$ cat config.mk
export PLATFORM = sky130hd
export DESIGN_NAME = ida_top
export DESIGN_NICKNAME = d
export VERILOG_FILES = /design/src/rtl/ida_top.v
export VERILOG_INCLUDE_DIRS = /design/src /design/src/rtl
export SDC_FILE = /design/constraint.sdc
export NUM_CORES = 1
export LEC_CHECK = 0
export BUFFER_PORTS_ARGS = -buffer_cell sky130_fd_sc_hd__buf_4
export CORE_MARGIN = 3
export CORE_UTILIZATION = 45
export CTS_CLUSTER_SIZE = 20
export DETAILED_ROUTE_END_ITERATION = 16
export PLACE_DENSITY = 0.68
export SYNTH_ARGS = -nofsm -noshare
export SYNTH_HDL_FRONTEND = slang
export SYNTH_SLANG_ARGS = --single-unit
$ cat constraint.sdc
create_clock -name aclk -period 3.73 [get_ports aclk]
set_input_delay 0 -clock aclk [delete_from_list [all_inputs] [get_ports aclk]]
set_output_delay 0 -clock aclk [all_outputs]
set_load 0.01 [all_outputs]
$ cat src/rtl/ida_defs.vh
/*
 * Constants for the indirect data addressing block: register offsets,
 * field positions, reset values and encodings.
 * Assumes inclusion by bare name from the design file.
 */
`ifndef IDA_DEFS_VH
`define IDA_DEFS_VH

// ----------------------------------------
// Register byte offsets
// ----------------------------------------
`define IDA_A_PTR0    8'h00
`define IDA_A_PTR1    8'h04
`define IDA_A_BANK    8'h08
`define IDA_A_ALU     8'h0C
`define IDA_A_TPL     8'h10
`define IDA_A_TPH     8'h14
`define IDA_A_TLL     8'h18
`define IDA_A_TLH     8'h1C
`define IDA_A_MODE    8'h20
`define IDA_A_STAT    8'h24

// ----------------------------------------
// Fields, reset values, encodings
// ----------------------------------------
`define IDA_CTL0_LO   4
`define IDA_CTL1_LO   6
`define IDA_Z_BIT     2
`define IDA_ALU_RST   8'hF0
`define IDA_STEP_DEC  2'h0
`define IDA_STEP_INC  2'h1
`define IDA_VA0_ADR   8'h00
`define IDA_VA1_ADR   8'h08
`define IDA_BANK_LO   8'h20
`define IDA_PBANK_HI5 5'h02
`define IDA_MODE_MP   2'h0
`define IDA_MODE_MC   2'h1
`define IDA_MODE_EMC  2'h2
`define IDA_MODE_PMC  2'h3
`define IDA_MODE_RST  2'h0
`define IDA_RESP_OK   2'h0
`define IDA_RESP_ERR  2'h2

`endif

$ cat src/rtl/ida_top.v
/*
 * Indirect data addressing: two pointer channels with post step,
 * bank selection, table pointer and latch, mode access decode,
 * AXI4-Lite register slave.
 * Assumes core, data memory and program memory share aclk; data
 * memory read data is valid in the cycle mem_en is high.
 */
`timescale 1ns/1ps
`include "ida_defs.vh"

module ida_top (
  input  wire        aclk,
  input  wire        aresetn,
  input  wire [7:0]  s_awaddr,
  input  wire [2:0]  s_awprot,
  input  wire        s_awvalid,
  output wire        s_awready,
  input  wire [31:0] s_wdata,
  input  wire [3:0]  s_wstrb,
  input  wire        s_wvalid,
  output wire        s_wready,
  output wire [1:0]  s_bresp,
  output wire        s_bvalid,
  input  wire        s_bready,
  input  wire [7:0]  s_araddr,
  input  wire [2:0]  s_arprot,
  input  wire        s_arvalid,
  output wire        s_arready,
  output wire [31:0] s_rdata,
  output wire [1:0]  s_rresp,
  output wire        s_rvalid,
  input  wire        s_rready,
  input  wire        acc_valid,
  input  wire        acc_ch,
  input  wire        acc_wr,
  input  wire [7:0]  acc_wdata,
  output wire        acc_rvalid,
  output wire [7:0]  acc_rdata,
  output wire        acc_zero,
  output wire        mem_en,
  output wire        mem_we,
  output wire [7:0]  mem_addr,
  output wire [7:0]  mem_bank,
  output wire [7:0]  mem_wdata,
  input  wire [7:0]  mem_rdata,
  input  wire        tbl_rd,
  input  wire        tbl_wr,
  output wire        pm_rd,
  output wire        pm_wr,
  output wire [15:0] pm_addr,
  output wire [15:0] pm_wdata,
  input  wire [15:0] pm_rdata,
  input  wire        pm_rvalid,
  output wire        int_pm_ok,
  output wire        cfg_area_ok,
  output wire        fetch_ext,
  output wire        data_onchip
);

  // ----------------------------------------
  // Decode functions
  // ----------------------------------------
  function [7:0] step_ptr;
    input [7:0] p;
    input [1:0] c;
    begin
      if (c[1])
        step_ptr = p;
      else if (c == `IDA_STEP_INC)
        step_ptr = p + 8'h01;
      else
        step_ptr = p - 8'h01;
    end
  endfunction

  // ----------------------------------------
  // State
  // ----------------------------------------
  reg        awready_q, wready_q, bvalid_q, arready_q, rvalid_q;
  reg        aw_full_q, w_full_q;
  reg [7:0]  awaddr_q;
  reg [7:0]  wbyte_q;
  reg        wstrb0_q;
  reg [1:0]  bresp_q, rresp_q;
  reg [31:0] rdata_q;
  reg [7:0]  bank_q, alu_q, tpl_q, tph_q, tll_q, tlh_q;
  reg [1:0]  mode_q;
  reg        en_q, we_q, rv_q, vrd_q, zero_q, rdv_q;
  reg [7:0]  addr_q, mbank_q, mwd_q, rd_q;
  reg        pm_rd_q, pm_wr_q;
  reg [15:0] pm_addr_q, pm_wd_q;
  reg        ipm_q, cfg_q, fext_q, don_q;
  wire [15:0] ptr_all;

  wire do_wr = aw_full_q & w_full_q & ~bvalid_q;
  wire wr_en = do_wr & wstrb0_q;
  wire [7:0] cur_ptr = acc_ch ? ptr_all[15:8] : ptr_all[7:0];
  wire cur_virt = (cur_ptr == `IDA_VA0_ADR) || (cur_ptr == `IDA_VA1_ADR);
  wire cur_bank = (cur_ptr >= `IDA_BANK_LO) || (cur_ptr[7:3] == `IDA_PBANK_HI5);

  // ----------------------------------------
  // Pointer channels
  // ----------------------------------------
  genvar g;
  generate
    for (g = 0; g < 2; g = g + 1) begin : g_ch
      reg [7:0] ptr_q;
      wire [1:0] ctl = alu_q[`IDA_CTL0_LO + 2 * g +: 2];
      wire hit = wr_en && (awaddr_q == (g ? `IDA_A_PTR1 : `IDA_A_PTR0));
      always @(posedge aclk) begin
        if (!aresetn)
          ptr_q <= 8'h00;
        else if (hit)
          ptr_q <= wbyte_q;
        else if (acc_valid && acc_ch == g)
          ptr_q <= step_ptr(ptr_q, ctl);
      end
      assign ptr_all[8 * g +: 8] = ptr_q;
    end
  endgenerate

  // ----------------------------------------
  // Indirect access pipeline
  // ----------------------------------------
  always @(posedge aclk) begin
    if (!aresetn) begin
      en_q <= 1'b0;
      we_q <= 1'b0;
      rv_q <= 1'b0;
      vrd_q <= 1'b0;
      addr_q <= 8'h00;
      mbank_q <= 8'h00;
      mwd_q <= 8'h00;
      rdv_q <= 1'b0;
      rd_q <= 8'h00;
      zero_q <= 1'b0;
    end else begin
      en_q <= acc_valid & ~cur_virt;
      we_q <= acc_valid & acc_wr & ~cur_virt;
      rv_q <= acc_valid & ~acc_wr & ~cur_virt;
      vrd_q <= acc_valid & ~acc_wr & cur_virt;
      addr_q <= cur_ptr;
      mbank_q <= cur_bank ? bank_q : 8'h00;
      mwd_q <= acc_wdata;
      rdv_q <= rv_q | vrd_q;
      rd_q <= vrd_q ? 8'h00 : mem_rdata;
      zero_q <= vrd_q;
    end
  end

  // ----------------------------------------
  // Registers
  // ----------------------------------------
  always @(posedge aclk) begin
    if (!aresetn) begin
      bank_q <= 8'h00;
      alu_q <= `IDA_ALU_RST;
      tpl_q <= 8'h00;
      tph_q <= 8'h00;
      tll_q <= 8'h00;
      tlh_q <= 8'h00;
      mode_q <= `IDA_MODE_RST;
    end else begin
      if (wr_en && awaddr_q == `IDA_A_BANK)
        bank_q <= wbyte_q;
      if (wr_en && awaddr_q == `IDA_A_ALU)
        alu_q <= wbyte_q;
      // Hardware set of Z wins over a software clear
      if (vrd_q)
        alu_q[`IDA_Z_BIT] <= 1'b1;
      if (wr_en && awaddr_q == `IDA_A_TPL)
        tpl_q <= wbyte_q;
      if (wr_en && awaddr_q == `IDA_A_TPH)
        tph_q <= wbyte_q;
      if (wr_en && awaddr_q == `IDA_A_TLL)
        tll_q <= wbyte_q;
      if (wr_en && awaddr_q == `IDA_A_TLH)
        tlh_q <= wbyte_q;
      // Program memory answer wins over a software write
      if (pm_rvalid) begin
        tll_q <= pm_rdata[7:0];
        tlh_q <= pm_rdata[15:8];
      end
      if (wr_en && awaddr_q == `IDA_A_MODE)
        mode_q <= wbyte_q[1:0];
    end
  end

  // ----------------------------------------
  // Table transfers and mode decode
  // ----------------------------------------
  always @(posedge aclk) begin
    if (!aresetn) begin
      pm_rd_q <= 1'b0;
      pm_wr_q <= 1'b0;
      pm_addr_q <= 16'h0000;
      pm_wd_q <= 16'h0000;
      ipm_q <= 1'b0;
      cfg_q <= 1'b0;
      fext_q <= 1'b1;
      don_q <= 1'b1;
    end else begin
      pm_rd_q <= tbl_rd;
      pm_wr_q <= tbl_wr & ~tbl_rd;
      if (tbl_rd | tbl_wr) begin
        pm_addr_q <= {tph_q, tpl_q};
        pm_wd_q <= {tlh_q, tll_q};
      end
      ipm_q <= (mode_q != `IDA_MODE_MP);
      cfg_q <= (mode_q == `IDA_MODE_MC) || (mode_q == `IDA_MODE_PMC);
      fext_q <= (mode_q == `IDA_MODE_MP) || (mode_q == `IDA_MODE_EMC);
      don_q <= 1'b1;
    end
  end

  // ----------------------------------------
  // AXI4-Lite write channel
  // ----------------------------------------
  wire wr_map = (awaddr_q <= `IDA_A_STAT) && (awaddr_q[1:0] == 2'h0);

  always @(posedge aclk) begin
    if (!aresetn) begin
      awready_q <= 1'b1;
      wready_q <= 1'b1;
      aw_full_q <= 1'b0;
      w_full_q <= 1'b0;
      awaddr_q <= 8'h00;
      wbyte_q <= 8'h00;
      wstrb0_q <= 1'b0;
      bvalid_q <= 1'b0;
      bresp_q <= `IDA_RESP_OK;
    end else begin
      if (s_awvalid && awready_q) begin
        aw_full_q <= 1'b1;
        awaddr_q <= s_awaddr;
        awready_q <= 1'b0;
      end
      if (s_wvalid && wready_q) begin
        w_full_q <= 1'b1;
        wbyte_q <= s_wdata[7:0];
        wstrb0_q <= s_wstrb[0];
        wready_q <= 1'b0;
      end
      if (do_wr) begin
        aw_full_q <= 1'b0;
        w_full_q <= 1'b0;
        bvalid_q <= 1'b1;
        bresp_q <= wr_map ? `IDA_RESP_OK : `IDA_RESP_ERR;
      end
      if (bvalid_q && s_bready) begin
        bvalid_q <= 1'b0;
        awready_q <= 1'b1;
        wready_q <= 1'b1;
      end
    end
  end

  // ----------------------------------------
  // AXI4-Lite read channel
  // ----------------------------------------
  reg [7:0] rd_byte;
  reg       rd_err;
  always @* begin
    rd_err = 1'b0;
    if (s_araddr == `IDA_A_PTR0)
      rd_byte = ptr_all[7:0];
    else if (s_araddr == `IDA_A_PTR1)
      rd_byte = ptr_all[15:8];
    else if (s_araddr == `IDA_A_BANK)
      rd_byte = bank_q;
    else if (s_araddr == `IDA_A_ALU)
      rd_byte = alu_q;
    else if (s_araddr == `IDA_A_TPL)
      rd_byte = tpl_q;
    else if (s_araddr == `IDA_A_TPH)
      rd_byte = tph_q;
    else if (s_araddr == `IDA_A_TLL)
      rd_byte = tll_q;
    else if (s_araddr == `IDA_A_TLH)
      rd_byte = tlh_q;
    else if (s_araddr == `IDA_A_MODE)
      rd_byte = {6'h00, mode_q};
    else if (s_araddr == `IDA_A_STAT)
      rd_byte = {4'h0, don_q, fext_q, cfg_q, ipm_q};
    else begin
      rd_byte = 8'h00;
      rd_err = 1'b1;
    end
  end

  always @(posedge aclk) begin
    if (!aresetn) begin
      arready_q <= 1'b1;
      rvalid_q <= 1'b0;
      rdata_q <= 32'h00000000;
      rresp_q <= `IDA_RESP_OK;
    end else begin
      if (s_arvalid && arready_q) begin
        arready_q <= 1'b0;
        rvalid_q <= 1'b1;
        rdata_q <= {24'h000000, rd_byte};
        rresp_q <= rd_err ? `IDA_RESP_ERR : `IDA_RESP_OK;
      end
      if (rvalid_q && s_rready) begin
        rvalid_q <= 1'b0;
        arready_q <= 1'b1;
      end
    end
  end

  // ----------------------------------------
  // Outputs
  // ----------------------------------------
  assign {s_awready, s_wready, s_bvalid} = {awready_q, wready_q, bvalid_q};
  assign {s_arready, s_rvalid} = {arready_q, rvalid_q};
  assign {s_bresp, s_rresp, s_rdata} = {bresp_q, rresp_q, rdata_q};
  assign {acc_rvalid, acc_rdata, acc_zero} = {rdv_q, rd_q, zero_q};
  assign {mem_en, mem_we, mem_addr, mem_bank, mem_wdata} = {en_q, we_q, addr_q, mbank_q, mwd_q};
  assign {pm_rd, pm_wr, pm_addr, pm_wdata} = {pm_rd_q, pm_wr_q, pm_addr_q, pm_wd_q};
  assign {int_pm_ok, cfg_area_ok, fetch_ext, data_onchip} = {ipm_q, cfg_q, fext_q, don_q};

endmodule

**Yosys cells after proc, flatten, opt, wreduce, memory -nomap -nowiden**

Index checks and enable logic that the tools add are counted.

- Shift-type cells: 0
- Magnitude comparators: 2
- Mux-type cells: 37
- Bitwise logic cells: 18
- Add/subtract/negate cells: 4
- Multiply operators: 0
- Eq/ne operators: 26
- Div/mod/pow operators: 0
- Reduce and logical (&&, ||, !) cells: 39

Operator list:

| operator | number |
|---|---|
| two-way mux 8 bit | 21 |
| equality test 8 x 5 -> 1 bit, second input constant | 8 |
| equality test 8 x 4 -> 1 bit, second input constant | 5 |
| equality test 8 x 6 -> 1 bit, second input constant | 3 |
| zero test 8 bit | 3 |
| logical AND 1 bit | 17 |
| adder 8 x 1 -> 8 bit, second input constant | 2 |
| equality test 8 x 3 -> 1 bit, second input constant | 2 |
| subtractor 8 x 1 -> 8 bit, second input constant | 2 |
| nonzero test 2 bit | 6 |
| two-way mux 1 bit | 11 |
| AND 1 bit | 10 |
| greater-or-equal comparator 8 x 6 -> 1 bit, second input constant | 1 |
| <= comparator 8 x 6 -> 1 bit, second input constant | 1 |
| two-way mux 4 bit | 2 |
| OR reduction 2 bit | 4 |
| equality test 2 x 1 -> 1 bit, second input constant | 3 |
| inverter 1 bit | 6 |
| AND reduction 2 bit | 3 |
| equality test 5 x 2 -> 1 bit, second input constant | 1 |
| equality test 2 bit, second input constant | 2 |
| zero test 2 bit | 2 |
| logical OR 1 bit | 4 |
| two-way mux 2 bit | 2 |
| other kinds (3) | 5 |

- Logic and storage cells: 166
- Bits in registers: 177
- Bits in latches: 0
- RAM bits: 0
- ROM bits: 0
- Memories: 0
- Input bits: 103

**Logic depth before layout (Yosys ltp)**

- Depth after elaboration: 12
- Mapped depth: 7
- Gate-level depth less buffers: 7

**Least setup slack after synthesis**

OpenSTA, ideal clock, no wires.

- Kind: register to register
- Start: reg alu_q[7]
- End: reg g_ch[1].ptr_q[7]
- Library setup time: 0.074 ns
- Buffers on the path: 0
- Stages on the path, launching flop included: 8
- Data required time: 3.656 ns
- Arrival time: 2.067 ns
- Path slack: 1.589 ns
- Cell sequence: dfxtp_1 -> nand2b_1 -> ha_1 -> o21ai_0 -> o21ai_1 -> and3_1 -> or4_1 -> a31oi_1

- Word-level cells in the longest chain between the ends: 5
- Elaborated cells between the ends (all ways): 7
- Classes of those cells: 2 x eq/ne; 4 x mux; 1 x reduce/logical

Ends and longest elaborated chain:

| item | line | RTL |
|---|---|---|
| from (decl) | ida_top.v:86 | `reg [7:0] bank_q, alu_q, tpl_q, tph_q, tll_q, tlh_q;` |
| from (signal assigned) | ida_top.v:157 | `` alu_q <= `IDA_ALU_RST; `` |
| from (signal assigned) | ida_top.v:167 | `alu_q <= wbyte_q;` |
| equality test 2 x 1 -> 1 bit (no source line) | - |  |
| two-way mux 8 bit | ida_top.v:69 | `` else if (c == `IDA_STEP_INC) `` |
| two-way mux 8 bit | ida_top.v:67 | `if (c[1])` |
| two-way mux 8 bit | ida_top.v:115 | `else if (acc_valid && acc_ch == g)` |
| two-way mux 8 bit | ida_top.v:113 | `else if (hit)` |
| to (signal assigned) | ida_top.v:114 | `ptr_q <= wbyte_q;` |
| to (signal assigned) | ida_top.v:116 | `ptr_q <= step_ptr(ptr_q, ctl);` |
| to (decl) | ida_top.v:107 | `reg [7:0] ptr_q;` |

Several ways; a longest one is shown, not always the timed one. The select of a mux whose other input is x is not followed.
A chain may end at the register's enable or synchronous reset.

**Final worst setup path**

Ends and elaborated chain as after synthesis.

==> flow_summary.ini <==
[outcome]
status = complete, no violations

[global_routing]
grt_util_all_layers = 0.239
grt_pass1_wl_mm = 37.1
grt_pass1_vias = 6961
grt-ovfl-total = 0
antenna_found_initial = 0
grt_max_degree = 58

[logic_synthesis]
yosys_most_used_dff = dfxtp_1
synth_area_mm2 = 0.00791
syn_inst = 934
seq_area_frac_synth = 0.443
synthDominantCellAreaShare = 0.443
synth_edf_count = 0
avgSynthCellArea_um2 = 8.47
synth_area_leaders = dfxtp_1, nand2_1, a21oi_1, mux2i_1, o21ai_0
postSynth.asyncResetShare = 0
synth-seq-cells = 175
synth_top_area_cell = dfxtp_1
synth_cell_type_count = 66
yosysWarnings = 0

[drt]
drc_errors = 0
avgRoutedWirePerCell_um = 17.3
vias = 7315
antenna_left = 0
drtIter0Drc = 716
wirelength_mm = 23.4
via_per_inst = 5.40
first_pass_iters = 5

[power]
p_leak_nw = 4.37
power_mw = 4.16
powerDensity_mw_per_mm2 = 403
vdd_ir_drop_max_mv = 0.344

[cts]
cts_buffer_depth = 2
post_cts_resize_count = 0
cts_root_buf = clkbuf_16
cts_tree = yes
clock_latency_ns = 0.43
cts_sinks = 175
htree_levels = 4
clk_pin_slew_ns = 0.07
cts_buffers = 17

[critical_path]
crit_path_end_kind = register
r2r_end = g_ch[1].ptr_q[7]
critical_path_class = reg2reg
r2r-start = alu_q[7]
r2r_setup_slack_ns = 1.37
ff2ff_path_depth = 7
arrival_ns = 2.71
cp_data_required_time_ns = 4.09
crit_fanout = 9
crit_path_start_kind = register

[hold_path]
holdPathStages = 2
hold-path-endpoint = alu_q[4]
worstHoldStart = aresetn
min_path_type = in2reg

[cells_and_area]
syn2layout_area_growth_pct = 30.5
antenna_cells = 0
drive_gt1_frac = 0.190
fin_nets = 1239

[sta]
fmax_mhz = 424
fin_setup_tns_ns = 0
worstMarginPinSlew_ns = 1.01
period_minus_slack_ns = 2.36
finalClockSkew_ns = 0.00833
slew_headroom = 0.326
rsz0062_at_grt = false
finalSetupViolCount = 0
hold_viol_final = 0
period_share = 0.632
drv_slew = 0

[placement]
port_buffers = 157
gp_congestion = 0.915
hpwl_mm = 15.4

[floorplanning]
core_region_area_mm2 = 0.0169
boundaryPins = 218
start_util = 0.468
die_area_mm2 = 0.0192
die_w_um = 139
row_count = 47
die_y_um = 139

[run]
drv_cap = 0
==> worst max path at each step <==
stage,from,to,depth (start not counted)
6_report,alu_q[7],g_ch[1].ptr_q[7],7
5_1_grt,alu_q[7],g_ch[1].ptr_q[7],7
4_1_cts,alu_q[7],g_ch[1].ptr_q[7],7
3_5_place_dp,alu_q[7],g_ch[1].ptr_q[7],7
3_3_place_gp,alu_q[7],g_ch[1].ptr_q[7],7
2_1_floorplan,alu_q[7],g_ch[1].ptr_q[7],7
==> layout make-up <==
| type | instances | area (um2) |
|---|---|---|
| Fill cell | 1486 | 6560 |
| Multi-Input combinational cell | 673 | 3960 |
| Sequential cell | 175 | 3500 |
| Timing Repair Buffer | 229 | 1900 |
| Clock buffer | 19 | 443 |
| Tap cell | 220 | 275 |
| Clock inverter | 12 | 135 |
| Inverter | 26 | 98.8 |
==> report_power, final <==
| group | internal (mW) | switching, mW | leakage, nW |
|---|---|---|---|
| clock network | 1.00 | 0.756 | 0.272 |
| registers | 1.93 | 0.0648 | 1.43 |
| logic | 0.203 | 0.209 | 2.67 |
==> layout by cell type (no fill, tap or decap), types with 13 or more instances in the layout <==
cell and count:
a211oi_1 13, a21oi_1 112, and2_1 14, and3_1 14, buf_4 160, clkbuf_16 17, conb_1 27, dfxtp_1 175
dlygate4sd3_1 68, inv_1 24, mux2i_1 51, nand2_1 158, nand3_1 21, nor2_1 64, o21ai_0 55
==> critical path: stages, from the launching register on <==
cell and delay, ns:
dfxtp_1 0.33, nand2b_1 0.32, ha_1 0.44, o21ai_0 0.25, o21ai_1 0.11, and3_1 0.19, or4_1 0.50, a31oi_1 0.15
==> flip-flops by register name, summed over array words and instances (netlist names), 2 cells and up <==
signal      count
mode_q          2
pm_wdata       16
tll_q           8
mem_wdata       8
tpl_q           8
acc_rdata       8
s_rdata         8
awaddr_q        8
mem_addr        8
tlh_q           8
bank_q          8
wbyte_q         8
g_ch.ptr_q     16
tph_q           8
mem_bank        8
alu_q           8
pm_addr        16
==> per-stage QoR <==
step | std cells | area, um2 | utilization | hold slack (ns) | setup WS, ns
2_1_floorplan | 959 | 8000 | - | 0.0716 | 1.59
3_3_place_gp | 1255 | 9060 | 0.537 | 0.177 | 1.39
3_5_place_dp | 1255 | 9060 | 0.537 | 0.183 | 1.38
4_1_cts | 1354 | 10300 | 0.611 | 0.000811 | 1.35
5_1_grt | 1354 | 10300 | 0.611 | 0.0207 | 1.19
6_report | 1354 | 10300 | 0.611 | 0.0135 | 1.37
==> routing by layer <==
metal,share of wire,global-route usage,vias up
met5,0,0,-
met4,0.026,0.0733,0
met3,0.068,0.0583,40
met2,0.46,0.382,278
met1,0.44,0.321,3414
li1,-,-,3583
==> Yosys cell counts (3+ instances only) <==
cell / n
xnor2_1: 7
o21ai_0: 55
nor4_1: 5
o211ai_1: 4
mux4_2: 6
nand3_1: 21
a31oi_1: 7
or4_1: 4
and2_1: 14
buf_2: 13
o31a_1: 3
mux2i_1: 51
ha_1: 12
o31ai_1: 5
a21oi_1: 112
dfxtp_1: 175
nor3_1: 9
buf_4: 28
nand2b_1: 4
o22ai_1: 6
a211oi_1: 13
nand3_2: 3
and3_1: 14
a21o_1: 6
nand2_1: 158
a32oi_1: 4
o2111ai_1: 5
nor2b_1: 9
inv_1: 25
clkbuf_1: 42
nor2_1: 65
nor3b_1: 6
==> kinds of logic (layout without fill, tap and decap cells) <==
logic type,after synthesis,after routing,synth area share
other cells,2,27,0.000950
fa+ha+maj,14,14,0.0241
xor+xnor,7,7,0.00775
buf+inv,111,286,0.0690
simple gates,330,330,0.197
mux,59,59,0.0845
compound gates,236,236,0.174
flops,175,175,0.443
==> what timing repair did <==
item	in CTS	in global routing
endpoints found under the setup margin	0	0
hold buffers	68	0
setup buffers	0	0
endpoints found under the hold margin	61	0
Note: power is estimated with default switching activity, not from simulation.
